[src/hw/skip_decode_pkg.sv]
// constants for the timer skip / serial start decoder
package skip_decode_pkg;
   // ----------------------------------------
   // opcodes, ten-bit instruction words
   // ----------------------------------------
   localparam int CODE_W = 10;
   localparam logic [9:0] OP_SKIP_TMR4 = 10'h283;
   localparam logic [9:0] OP_SKIP_TMR5 = 10'h284;
   localparam logic [9:0] OP_SERIAL_START = 10'h29E;
   localparam logic [9:0] OP_SUPPLY_DETECT = 10'h293;
   // ----------------------------------------
   // register byte offsets
   // ----------------------------------------
   localparam logic [3:0] OFS_INTR_CTRL_TWO = 4'h0;
   localparam logic [3:0] OFS_FLAGS = 4'h4;
   localparam logic [3:0] OFS_IRQ_STATUS = 4'h8;
   localparam logic [3:0] OFS_IRQ_MASK = 4'hC;
   // ----------------------------------------
   // field positions
   // ----------------------------------------
   localparam int TMR4_GATE_BIT = 3;
   localparam int TMR5_GATE_BIT = 1;
   localparam int FLG_TMR4 = 0;
   localparam int FLG_TMR5 = 1;
   localparam int FLG_SERIAL = 2;
   localparam int FLG_SUPPLY = 3;
   localparam int EV_TMR4_SET = 0;
   localparam int EV_TMR5_SET = 1;
   localparam int EV_SERIAL_DONE = 2;
   localparam int EV_SKIP_TAKEN = 3;
   localparam int NUM_EV = 4;
   // ----------------------------------------
   // reset values
   // ----------------------------------------
   localparam logic [3:0] RST_INTR_CTRL_TWO = 4'h0;
   localparam logic [3:0] RST_IRQ_MASK = 4'h0;
endpackage : skip_decode_pkg

[src/hw/skip_decode.sv]
// timer skip, serial start and supply-detect enable instruction decoder
//
// Behaviour
// - the timer-4 skip opcode skips the next instruction when its gate bit is 0 and the timer-4 flag is 1, else the next executes.
// - a timer-4 skip that is taken clears the timer-4 request flag, and without a skip the flag keeps its value.
// - while bit 3 of the second interrupt control register is 1 the timer-4 skip opcode is a no-operation.
// - the timer-5 skip opcode is gated by bit 1 of that register and skips when the bit is 0 and the timer-5 flag is 1.
// - a timer-5 skip that is taken clears the timer-5 request flag, and with the flag at 0 the next executes.
// - the serial start opcode clears the serial request flag and starts a transfer in a single cycle.
// - the supply-detect opcode sets an enable that keeps the supply drop detector alive in power-down.
module skip_decode (
   // clock and reset
   input wire logic clk,
   input wire logic reset_n,
   // instruction from the sequencer
   input wire logic instr_valid,
   input wire logic [9:0] instr_code,
   // flag sources
   input wire logic tmr4_event,
   input wire logic tmr5_event,
   input wire logic serial_done,
   // to the sequencer and peripherals
   output logic skip_next_r,
   output logic instr_done_r,
   output logic serial_start_r,
   output logic supply_detect_en_r,
   output logic irq_r,
   // avalon-mm slave
   input wire logic [3:0] avs_address,
   input wire logic avs_read,
   input wire logic avs_write,
   input wire logic [31:0] avs_writedata,
   output logic [31:0] avs_readdata,
   output logic avs_waitrequest
);

   // ----------------------------------------
   // state
   // ----------------------------------------
   logic [3:0] intr_ctrl_two_r;
   logic [3:0] intr_ctrl_two_nxt;
   logic [3:0] irq_mask_r;
   logic [3:0] irq_mask_nxt;
   logic [3:0] irq_status_r;
   logic [3:0] irq_status_nxt;
   logic tmr4_flag_r;
   logic tmr4_flag_nxt;
   logic tmr5_flag_r;
   logic tmr5_flag_nxt;
   logic serial_flag_r;
   logic serial_flag_nxt;
   logic skip_next_nxt;
   logic instr_done_nxt;
   logic serial_start_nxt;
   logic supply_detect_en_nxt;
   logic irq_nxt;
   logic ack_r;
   logic ack_nxt;
   logic waitrequest_nxt;
   logic [31:0] readdata_nxt;

   // ----------------------------------------
   // opcode decode
   // ----------------------------------------
   // codes outside the four fall through with no effect, not even a done pulse
   wire logic match_skip4 = (instr_code == skip_decode_pkg::OP_SKIP_TMR4);
   wire logic match_skip5 = (instr_code == skip_decode_pkg::OP_SKIP_TMR5);
   wire logic match_serial = (instr_code == skip_decode_pkg::OP_SERIAL_START);
   wire logic match_supply = (instr_code == skip_decode_pkg::OP_SUPPLY_DETECT);

   wire logic dec_skip4 = instr_valid && match_skip4;
   wire logic dec_skip5 = instr_valid && match_skip5;
   wire logic dec_serial = instr_valid && match_serial;
   wire logic dec_supply = instr_valid && match_supply;
   wire logic dec_any = dec_skip4 || dec_skip5 || dec_serial || dec_supply;

   // ----------------------------------------
   // timer-4 skip channel
   // ----------------------------------------
   // gate bit set turns the skip opcode into a no-operation
   wire logic gate4 = intr_ctrl_two_r[skip_decode_pkg::TMR4_GATE_BIT];
   wire logic take4 = dec_skip4 && !gate4 && tmr4_flag_r;

   // a new timer event in the clearing cycle is kept: set wins
   assign tmr4_flag_nxt = tmr4_event || (tmr4_flag_r && !take4);

   always_ff @(posedge clk or negedge reset_n) begin
      if (!reset_n) begin
         tmr4_flag_r <= 1'b0;
      end else begin
         tmr4_flag_r <= tmr4_flag_nxt;
      end
   end

   // ----------------------------------------
   // timer-5 skip channel
   // ----------------------------------------
   wire logic gate5 = intr_ctrl_two_r[skip_decode_pkg::TMR5_GATE_BIT];
   wire logic take5 = dec_skip5 && !gate5 && tmr5_flag_r;

   assign tmr5_flag_nxt = tmr5_event || (tmr5_flag_r && !take5);

   always_ff @(posedge clk or negedge reset_n) begin
      if (!reset_n) begin
         tmr5_flag_r <= 1'b0;
      end else begin
         tmr5_flag_r <= tmr5_flag_nxt;
      end
   end

   // ----------------------------------------
   // serial start
   // ----------------------------------------
   assign serial_flag_nxt = serial_done || (serial_flag_r && !dec_serial);
   assign serial_start_nxt = dec_serial;

   always_ff @(posedge clk or negedge reset_n) begin
      if (!reset_n) begin
         serial_flag_r <= 1'b0;
      end else begin
         serial_flag_r <= serial_flag_nxt;
      end
   end

   // one-cycle strobe; the serial unit counts its own bits
   always_ff @(posedge clk or negedge reset_n) begin
      if (!reset_n) begin
         serial_start_r <= 1'b0;
      end else begin
         serial_start_r <= serial_start_nxt;
      end
   end

   // ----------------------------------------
   // skip and done pulses
   // ----------------------------------------
   // every result is one cycle; no carry port exists, so carry is never written
   wire logic skip_taken = take4 || take5;
   assign skip_next_nxt = skip_taken;
   assign instr_done_nxt = dec_any;

   always_ff @(posedge clk or negedge reset_n) begin
      if (!reset_n) begin
         skip_next_r <= 1'b0;
      end else begin
         skip_next_r <= skip_next_nxt;
      end
   end

   always_ff @(posedge clk or negedge reset_n) begin
      if (!reset_n) begin
         instr_done_r <= 1'b0;
      end else begin
         instr_done_r <= instr_done_nxt;
      end
   end

   // ----------------------------------------
   // supply drop detector enable
   // ----------------------------------------
   // enable stays until reset: no opcode here turns the detector off
   assign supply_detect_en_nxt = supply_detect_en_r || dec_supply;

   always_ff @(posedge clk or negedge reset_n) begin
      if (!reset_n) begin
         supply_detect_en_r <= 1'b0;
      end else begin
         supply_detect_en_r <= supply_detect_en_nxt;
      end
   end

   // ----------------------------------------
   // avalon-mm decode
   // ----------------------------------------
   wire logic bus_req = avs_read || avs_write;
   wire logic req_new = bus_req && !ack_r;
   wire logic rd_load = avs_read && !ack_r;
   wire logic wr_ack = avs_write && ack_r;
   wire logic sel_ctrl = (avs_address == skip_decode_pkg::OFS_INTR_CTRL_TWO);
   wire logic sel_flags = (avs_address == skip_decode_pkg::OFS_FLAGS);
   wire logic sel_status = (avs_address == skip_decode_pkg::OFS_IRQ_STATUS);
   wire logic sel_mask = (avs_address == skip_decode_pkg::OFS_IRQ_MASK);
   wire logic wr_ctrl = wr_ack && sel_ctrl;
   wire logic wr_status = wr_ack && sel_status;
   wire logic wr_mask = wr_ack && sel_mask;

   // ----------------------------------------
   // interrupt status
   // ----------------------------------------
   wire logic [3:0] ev_vec = {skip_taken, serial_done, tmr5_event, tmr4_event};
   wire logic [3:0] w1c = wr_status ? avs_writedata[3:0] : 4'h0;

   genvar gi;
   generate
      for (gi = 0; gi < skip_decode_pkg::NUM_EV; gi++) begin : g_ev
         // event in the clearing cycle wins over the write-one-to-clear
         assign irq_status_nxt[gi] = ev_vec[gi] || (irq_status_r[gi] && !w1c[gi]);
      end
   endgenerate

   always_ff @(posedge clk or negedge reset_n) begin
      if (!reset_n) begin
         irq_status_r <= 4'h0;
      end else begin
         irq_status_r <= irq_status_nxt;
      end
   end

   // ----------------------------------------
   // interrupt output
   // ----------------------------------------
   // built from the next status so the line follows status in the same cycle
   assign irq_nxt = |(irq_status_nxt & irq_mask_r);

   always_ff @(posedge clk or negedge reset_n) begin
      if (!reset_n) begin
         irq_r <= 1'b0;
      end else begin
         irq_r <= irq_nxt;
      end
   end

   // ----------------------------------------
   // bus handshake
   // ----------------------------------------
   // one wait state per access; ack_r masks the request in its ack cycle,
   // so a master that releases right after the ack is not served twice
   assign ack_nxt = req_new;
   assign waitrequest_nxt = !req_new;

   always_ff @(posedge clk or negedge reset_n) begin
      if (!reset_n) begin
         ack_r <= 1'b0;
      end else begin
         ack_r <= ack_nxt;
      end
   end

   always_ff @(posedge clk or negedge reset_n) begin
      if (!reset_n) begin
         avs_waitrequest <= 1'b1;
      end else begin
         avs_waitrequest <= waitrequest_nxt;
      end
   end

   // ----------------------------------------
   // readback
   // ----------------------------------------
   wire logic [3:0] flags_vec = {supply_detect_en_r, serial_flag_r, tmr5_flag_r, tmr4_flag_r};
   wire logic [3:0] rd_ctrl = sel_ctrl ? intr_ctrl_two_r : 4'h0;
   wire logic [3:0] rd_flags = sel_flags ? flags_vec : 4'h0;
   wire logic [3:0] rd_status = sel_status ? irq_status_r : 4'h0;
   wire logic [3:0] rd_mask = sel_mask ? irq_mask_r : 4'h0;
   // unmapped offsets and bits 31:4 read as zero
   assign readdata_nxt = {28'h000_0000, rd_ctrl | rd_flags | rd_status | rd_mask};

   // loaded as waitrequest drops, then held until the next read
   always_ff @(posedge clk or negedge reset_n) begin
      if (!reset_n) begin
         avs_readdata <= 32'h0000_0000;
      end else if (rd_load) begin
         avs_readdata <= readdata_nxt;
      end
   end

   // ----------------------------------------
   // register writes
   // ----------------------------------------
   assign intr_ctrl_two_nxt = wr_ctrl ? avs_writedata[3:0] : intr_ctrl_two_r;
   assign irq_mask_nxt = wr_mask ? avs_writedata[3:0] : irq_mask_r;

   always_ff @(posedge clk or negedge reset_n) begin
      if (!reset_n) begin
         intr_ctrl_two_r <= skip_decode_pkg::RST_INTR_CTRL_TWO;
      end else begin
         intr_ctrl_two_r <= intr_ctrl_two_nxt;
      end
   end

   always_ff @(posedge clk or negedge reset_n) begin
      if (!reset_n) begin
         irq_mask_r <= skip_decode_pkg::RST_IRQ_MASK;
      end else begin
         irq_mask_r <= irq_mask_nxt;
      end
   end

endmodule // skip_decode

[config.mk]
export PLATFORM = sky130hd
export DESIGN_NAME = skip_decode
export DESIGN_NICKNAME = d
export VERILOG_FILES = /design/src/hw/skip_decode_pkg.sv /design/src/hw/skip_decode.sv
export SDC_FILE = /design/constraint.sdc
export NUM_CORES = 1
export LEC_CHECK = 0
export BUFFER_PORTS_ARGS = -buffer_cell sky130_fd_sc_hd__buf_2
export CAP_MARGIN = 40
export CELL_PAD_IN_SITES_DETAIL_PLACEMENT = 1
export CELL_PAD_IN_SITES_GLOBAL_PLACEMENT = 1
export CORE_MARGIN = 1
export CORE_UTILIZATION = 30
export CTS_CLUSTER_DIAMETER = 50
export DETAILED_ROUTE_END_ITERATION = 6
export PLACE_DENSITY_LB_ADDON = 0.25
export SLEW_MARGIN = 20
export SYNTH_ARGS = -nofsm -noshare
export SYNTH_HDL_FRONTEND = slang
export SYNTH_SLANG_ARGS = --single-unit
[constraint.sdc]
create_clock -name clk -period 1.9 [get_ports clk]
set_clock_uncertainty 0.05 [all_clocks]
set_input_delay 0.19 -clock clk [delete_from_list [all_inputs] [get_ports clk]]
set_output_delay 0.19 -clock clk [all_outputs]
set_load 0.01 [all_outputs]
* Word-level counts from Yosys, hierarchy flattened
Index checks and enable logic that the tools add are counted.
** Word-level totals
- Output and inout bits :: 38
- Logic and storage cells :: 77
- Bits in registers :: 26
- Bits of input ports :: 54
** Operators by class
- Mux-type cells :: 5
- Reductions and logical operators :: 47
- Eq/ne operators :: 7
- Bitwise gates (word level) :: 4
** Operators by type and width (number)
- $eq A10 B10 Y1 const B :: 4
- $logic_and A1 B1 Y1 :: 21
- $mux W4 :: 5
- $logic_or A1 B1 Y1 :: 13
- $or A4 B4 Y4 :: 3
- $logic_not A1 Y1 :: 11
- $eq A4 B4 Y1 const B :: 2
- $and A4 B4 Y4 :: 1
- $eq A4 B3 Y1 const B :: 1
- $logic_not A4 Y1 :: 1
- $reduce_or A4 Y1 :: 1

* Logic depth before layout (Yosys ltp)
Gate-level depths: netlist of the first run.
- Word-level depth :: 8
- Mapped depth :: 5
- Depth with buffers taken out :: 4

* Least setup slack after synthesis of the first run
No wires, ideal clock.
- Kind :: input-to-reg
- Start point :: in avs_address[2]
- End point :: reg irq_r
- Library setup time :: 129 ps
- Required time :: 1721 ps
- Slack :: 109 ps
- Arrival :: 1612 ps
- Path buffers :: 1
- Cell stages on the path :: 5
- Cells stage by stage :: buf_6 > or4b_4 > o32a_1 > and2_0 > a2111o_1
** On the way
- Cells in the longest elaborated chain, start to end :: 8
- Elaborated cells between the ends (all ways) :: 17
- Those cells by class :: eq/ne (1); mux (1); bitwise (1); reduce/logical (14)
** Ends and longest elaborated chain
- start, declared :: RTL line skip_decode.sv:29 : input wire logic [3:0] avs_address,
- $eq A4 B4 Y1 :: RTL line skip_decode.sv:181 : wire logic sel_status = (avs_address == skip_decode_pkg::OFS_IRQ_STATUS);
- $logic_and A1 B1 Y1 :: RTL line skip_decode.sv:184 : wire logic wr_status = wr_ack && sel_status;
- $mux W4 :: RTL line skip_decode.sv:191 : wire logic [3:0] w1c = wr_status ? avs_writedata[3:0] : 4'h0;
- $logic_not A1 Y1 :: RTL line skip_decode.sv:197 : assign irq_status_nxt[gi] = ev_vec[gi] || (irq_status_r[gi] && !w1c[gi]);
- $logic_and A1 B1 Y1 :: RTL line skip_decode.sv:197
- $logic_or A1 B1 Y1 :: RTL line skip_decode.sv:197
- net irq_status_nxt[0] :: RTL line skip_decode.sv:45 : logic [3:0] irq_status_nxt;
- $and A4 B4 Y4 :: RTL line skip_decode.sv:213 : assign irq_nxt = |(irq_status_nxt & irq_mask_r);
- $reduce_or A4 Y1 :: RTL line skip_decode.sv:213
- net irq_nxt :: RTL line skip_decode.sv:56 : logic irq_nxt;
- end signal, assigned :: RTL line skip_decode.sv:219 : irq_r <= irq_nxt;
- end, declared :: RTL line skip_decode.sv:27 : output logic irq_r,
The timed path passes the listed nets, and every way through them passes these cells.
A chain may end at the register's enable or synchronous reset.

* Worst setup path after layout of the first run
- Start point :: in avs_address[2]
- End point :: reg irq_r
** On the way
- Cells in the longest elaborated chain, start to end :: 8
- Elaborated cells between the ends (all ways) :: 17
- Those cells by class :: eq/ne (1); mux (1); bitwise (1); reduce/logical (14)
** Ends and longest elaborated chain (RTL line)
- $eq A4 B4 Y1 (*) :: skip_decode.sv:181
- $logic_and A1 B1 Y1 (*) :: skip_decode.sv:184
- $mux W4 (*) :: skip_decode.sv:191
- $logic_not A1 Y1 :: skip_decode.sv:197
- $logic_and A1 B1 Y1 :: skip_decode.sv:197
- $logic_or A1 B1 Y1 :: skip_decode.sv:197
- $and A4 B4 Y4 (*) :: skip_decode.sv:213
- $reduce_or A4 Y1 (*) :: skip_decode.sv:213
- net irq_nxt :: skip_decode.sv:56
The timed path passes the listed nets; every way through them passes the cells marked *.

==> summary.txt, run 1 <==
status: finished with violations
failing checks: design-rule violations
Mapped Cells: 136
count leader, synth: buf_4
RR Endpoint: intr_ctrl_two_r[2]$_DFFE_PN0P_
Antenna diodes: 0
Commonest cells post-synth: buf_4 (28), dfrtp_1 (25), mux2_2 (12), nand2_1 (8), inv_1 (7)
antenna violations before repair: 0
WL/cell: 14.6 microns
hold_ws: 87.7 ps
share of the synthesized area in the top cell type: 43.3%
via count: 1108
CP peak stage delay: 550 ps
DRC viols: 3
post-synthesis sequential area ratio: 45.1%
ys flop type: dfrtp_1
GRT Resource Usage Total: 13.9%
worst r2r src: ack_r$_DFF_PN0_
fraction of registers with async set/reset: 100%
crit-path max FO: 4
drt first pass iters: 6
GR Overflow Total: 0
Synth Register Bits: 26
PwrDens: 737 mW/mm^2
Required @ worst endpoint: 2010 ps
Buf+Inv Stages, Crit Path: 1
Final Cycle Share: 85.5%
row count: 24
Max Fclk: 616 MHz
CP endpoint: irq_r$_DFF_PN0_
worst-skew pair later-pin latency: 270 ps
Relative slew margins: 60.6%
Longest Clk Path Bufs: 2
chip width: 71.4 microns
area grow syn2layout: 17.5%
largest cells by area after synthesis: dfrtp_1 (43%), buf_4 (15%), mux2_2 (9.4%)
Buffers on Ports: 35
Die ar.: 0.00509 sq mm
vias in the first global route: 1132
Post-synth EDFFs: 0
initial core utilization: 32.3%
cell area after synthesis: 0.00144 sq mm
crit path cell chain: buf_2 -> or4b_4 -> nor2_1 -> a311oi_1 -> a2111o_1
CTS root buffer: clkbuf_8
ANT nets after route: 0
Yosys top cell by area: dfrtp_1
Max stage delay cell, worst path: or4b_4
CTS H-tree lvls: 1
largest net degree at the start of global routing: 27
Worst Setup Start Kind: primary input
Clock Sinks: 26
DP HPWL: 2.76 mm
Mean Syn Cell Area: 10.6 sq um
Max VDD drop: 0.000223 V
die extent in y: 71.4 microns
Core Area: 0.00447 sq mm
Arr. time, crit path: 1730 ps
Worst-Margin Slew: 591 ps
WL final: 3.43 mm
1st-iter DRT viols: 53
cell leakage power: 0.841 nW
Worst Setup SP: avs_address[2]
worst reg2reg path depth: 4
CTS buffer count: 3
Yosys Warn Count: 0
TritonCTS clock tree: built
crit path time final: 1620 ps
Setup violations, final: 0
GPL Wtd Cong: 0.790
Crit Path Class: primary input to flip-flop
MaxCap Viol Count: 0
wire length of the first global-routing pass: 5.51 mm
Worst Hold Class: primary input to flip-flop
Final #Nets: 238
Crit. End Element: flip-flop
CTS resizes: 0
num ports: 92
Fin Setup TNS: 0 ps
Vias/cell: 4.71
Total Power: 1.25 mW
ratio of cells with drive above 1 in the final layout: 35.5%
Pins Over Slew Limit: 0
crit-path leading delay family: simple AND/OR/NAND/NOR gates
Final Hold Viols: 0
RSZ-0062 raised after global routing: false
Crit path depth: 5
reg-to-reg slack, setup: 320 ps
clock slew at reported path FFs: 90 ps
Unique masters post-synth: 39
Hold Buf Count CTS: 1
Post-CTS Setup Inserts: 0
[through the flow]
stage          instance area (sq um)  util, %  setup WS (ps)  cells
2_1_floorplan                   1550        -            109    163
3_3_place_gp                    1630     36.5           17.1    230
3_5_place_dp                    1630     36.5           29.5    230
4_1_cts                         1700     37.9            310    235
5_1_grt                         1700     37.9            208    235
6_report                        1700     37.9            276    235
[routing by layer]
layer | vias to the layer above | track usage [%] | routed length [microns]
met2 | 25 | 25.4 | 1830
met3 | 2 | 1.41 | 119
met1 | 553 | 17.1 | 1460
met4 | 0 | 4.67 | 22
li1 | 528 | - | -
met5 | - | 0 | 0
[cell families (layout without fill, tap and decap cells)]
group           count (synthesis)  after routing  synth area share (%)
compound gates                 24             24                  12.8
other cells                     1             28                 0.260
mux                            12             12                  9.36
simple gates                   37             37                  15.3
flops                          26             26                  45.1
buf+inv                        36             56                  17.2
[state kept, by name, indices dropped and copies added, names as in the netlist, 4 cells and up]
signal and cells:
intr_ctrl_two_r 4, irq_status_r 4, avs_readdata 4, irq_mask_r 4
[cell usage in the layout, fill, tap and decap left out, types with 2 or more instances in the layout]
master / Yosys / layout
dfrtp_1: 25 / 25
a21o_1: 2 / 2
a222oi_1: 4 / 4
inv_1: 7 / 7
clkbuf_8: 0 / 4
o21ai_0: 6 / 6
nand2_1: 8 / 8
nor3b_1: 2 / 2
a31oi_1: 2 / 2
buf_2: 0 / 35
nand2b_1: 2 / 2
mux2_2: 12 / 12
nor2_1: 4 / 4
buf_4: 28 / 9
conb_1: 1 / 28
nor3_1: 4 / 4
and2_1: 2 / 2
nand3_1: 2 / 2
nor4b_1: 3 / 3
[layout make-up]
| class | instances | area [sq um] |
|---|---|---|
| Clock buffer | 4 | 55.1 |
| Multi-Input combinational cell | 101 | 646 |
| Inverter | 7 | 26.3 |
| Tap cell | 52 | 65.1 |
| Timing Repair Buffer | 45 | 253 |
| Fill cell | 532 | 2780 |
| Sequential cell | 26 | 652 |
[worst min-delay path by stage]
| stage | startpoint | end | slack, ps | cells after the start |
|---|---|---|---|---|
| floorplan | reset_n | ack_r$_DFF_PN0_ | -160 | 0 |
| global placement | reset_n | instr_done_r$_DFF_PN0_ | 160 | 1 |
| detailed placement | reset_n | instr_done_r$_DFF_PN0_ | 180 | 1 |
| CTS | avs_writedata[2] | irq_status_r[2]$_DFF_PN0_ | 80 | 2 |
| global route | avs_writedata[2] | irq_status_r[2]$_DFF_PN0_ | 100 | 2 |
| finish | avs_writedata[2] | irq_status_r[2]$_DFF_PN0_ | 90 | 2 |
[power breakdown]
part | switching, mW | internal, mW | leakage (nW)
logic | 0.130 | 0.110 | 0.499
clock network | 0.175 | 0.185 | 0.0288
registers | 0.0371 | 0.614 | 0.314
total | 0.342 | 0.909 | 0.841
Note: power is estimated with default switching activity, not from simulation.
==> run 2: changes to the inputs <==
Settings changed: PLACE_DENSITY from default to 0.86, PLACE_DENSITY_LB_ADDON 0.25 to default.
==> run 2 against run 1 <==
Effect of this change:
- the flow still finishes with violations (design-rule violations)
- flip-flop and latch count is the same
- sequential power barely moved
- clock power decreased by 11%
- cell area fell by 0.15%
- register-to-register slack about the same
- sequential share of layout area increased by 0.057 points
- critical path type unchanged
- critical endpoint unchanged
==> summary.txt, run 2 (synthesis gave the netlist of run 1 again) <==
WL/cell: 14.5 microns
Post-CTS Setup Inserts: 0
CTS root buffer: clkbuf_8
num ports: 92
area grow syn2layout: 17.3%
Placed Area: 0.00164 sq mm
reg-to-reg slack, setup: 320 ps
DRC viols: 4
worst-skew pair later-pin latency: 270 ps
RSZ-0062 raised after global routing: false
Final #Nets: 239
wire length of the first global-routing pass: 5.55 mm
vias in the first global route: 1202
Antenna diodes: 0
pre-CTS setup slack: -13.3 ps
Buffers on Ports: 35
Relative slew margins: 60.4%
Die ar.: 0.00509 sq mm
die extent in y: 71.4 microns
CTS H-tree lvls: 1
crit path time final: 1650 ps
hold_ws: 102 ps
Final Hold Viols: 0
failing checks: design-rule violations
fin worst setup slack: 249 ps
Worst Setup Start Kind: primary input
cell leakage power: 0.841 nW
most common cell after layout, fill and taps aside: buf_2
drt first pass iters: 6
Longest Clk Path Bufs: 2
WL final: 3.43 mm
antenna violations before repair: 0
MaxCap Viol Count: 0
most frequent cells in the layout: buf_2 (35), conb_1 (28), dfrtp_1 (25), mux2_2 (12), buf_4 (10)
crit-path max FO: 5
Pins Over Slew Limit: 0
clock slew at reported path FFs: 90 ps
Vias/cell: 4.73
DP HPWL: 2.67 mm
Finished Layout Cells: 236
Core Area: 0.00447 sq mm
GRT Resource Usage Total: 14.2%
Crit Path Class: primary input to flip-flop
Max VDD drop: 0.000277 V
Max Fclk: 606 MHz
1st-iter DRT viols: 72
CTS buffer count: 3
largest net degree at the start of global routing: 27
PwrDens: 716 mW/mm^2
Fin Setup TNS: 0 ps
fillcell total: 519
Worst Hold Class: primary input to flip-flop
hold depth: 2
Design Area, Final: 0.00169 sq mm
via count: 1117
status: finished with violations
initial core utilization: 32.3%
Final Cycle Share: 86.9%
TritonCTS clock tree: built
Clock Sinks: 26
Required @ worst endpoint: 1990 ps
row count: 24
worst reg2reg path depth: 4
sequential standard cell area: 652 sq um
Multi-input gate area: 646 sq um
chip width: 71.4 microns
GR Overflow Total: 0
ANT nets after route: 0
Crit. End Element: flip-flop
Worst-Margin Slew: 595 ps
Arr. time, crit path: 1740 ps
ratio of cells with drive above 1 in the final layout: 35.3%
GPL Wtd Cong: 0.795
placed cells: 231
Setup violations, final: 0
run 2: cell types whose count changed in the layout (fill, tap and decap cells not counted):
cell / previous run / this run
clkbuf_1: 0 / 1
clkbuf_8: 4 / 3
buf_4: 9 / 10
run 2: worst max-delay path: stages:
cell and delay [ps]:
buf_2 130, or4b_4 550, nor2_1 280, a311oi_1 190, a2111o_1 400
run 2: path summary, 6_finish.rpt:
kind,end,start
max,irq_r$_DFF_PN0_,avs_address[1]
min,irq_status_r[1]$_DFF_PN0_,tmr5_event
max reg2reg,irq_mask_r[0]$_DFFE_PN0P_,ack_r$_DFF_PN0_
min reg2reg,avs_readdata[0]$_DFFE_PN0P_,avs_readdata[0]$_DFFE_PN0P_
max in group asynchronous,irq_mask_r[2]$_DFFE_PN0P_,reset_n
min in group asynchronous,instr_done_r$_DFF_PN0_,reset_n
run 2: what timing repair did:
item                                   CTS  global route
endpoints found under the hold margin   25             0
gates resized for setup                  0             0
hold buffers                             1             0
run 2: layer usage:
| metal | vias to the layer above | GRT usage (%) | share of wire, % |
|---|---|---|---|
| met1 | 547 | 16.1 | 41 |
| met4 | 0 | 4.67 | 0.67 |
| met5 | - | 0 | 0 |
| met3 | 2 | 2.25 | 4.8 |
| met2 | 41 | 26.9 | 54 |
| li1 | 527 | - | - |
run 2: per-stage QoR:
stage | util [%] | power [mW]
after floorplan | - | 0.837
after global placement | 36.6 | 0.888
after detailed placement | 36.6 | 0.903
after CTS | 37.9 | 1.23
after global routing | 37.9 | 1.29
final | 37.9 | 1.21
run 2: report_power, final:
part	switching (mW)	leakage, nW	internal [mW]
Clock	0.169	0.0228	0.150
Combinational	0.134	0.505	0.109
Sequential	0.0367	0.314	0.614
run 2: cell type report:
type / instances / area share (%)
Clock buffer: 4 / 2.66
Inverter: 7 / 1.55
Multi-Input combinational cell: 101 / 38.1
Sequential cell: 26 / 38.5
Tap cell: 52 / 3.84
Timing Repair Buffer: 46 / 15.4
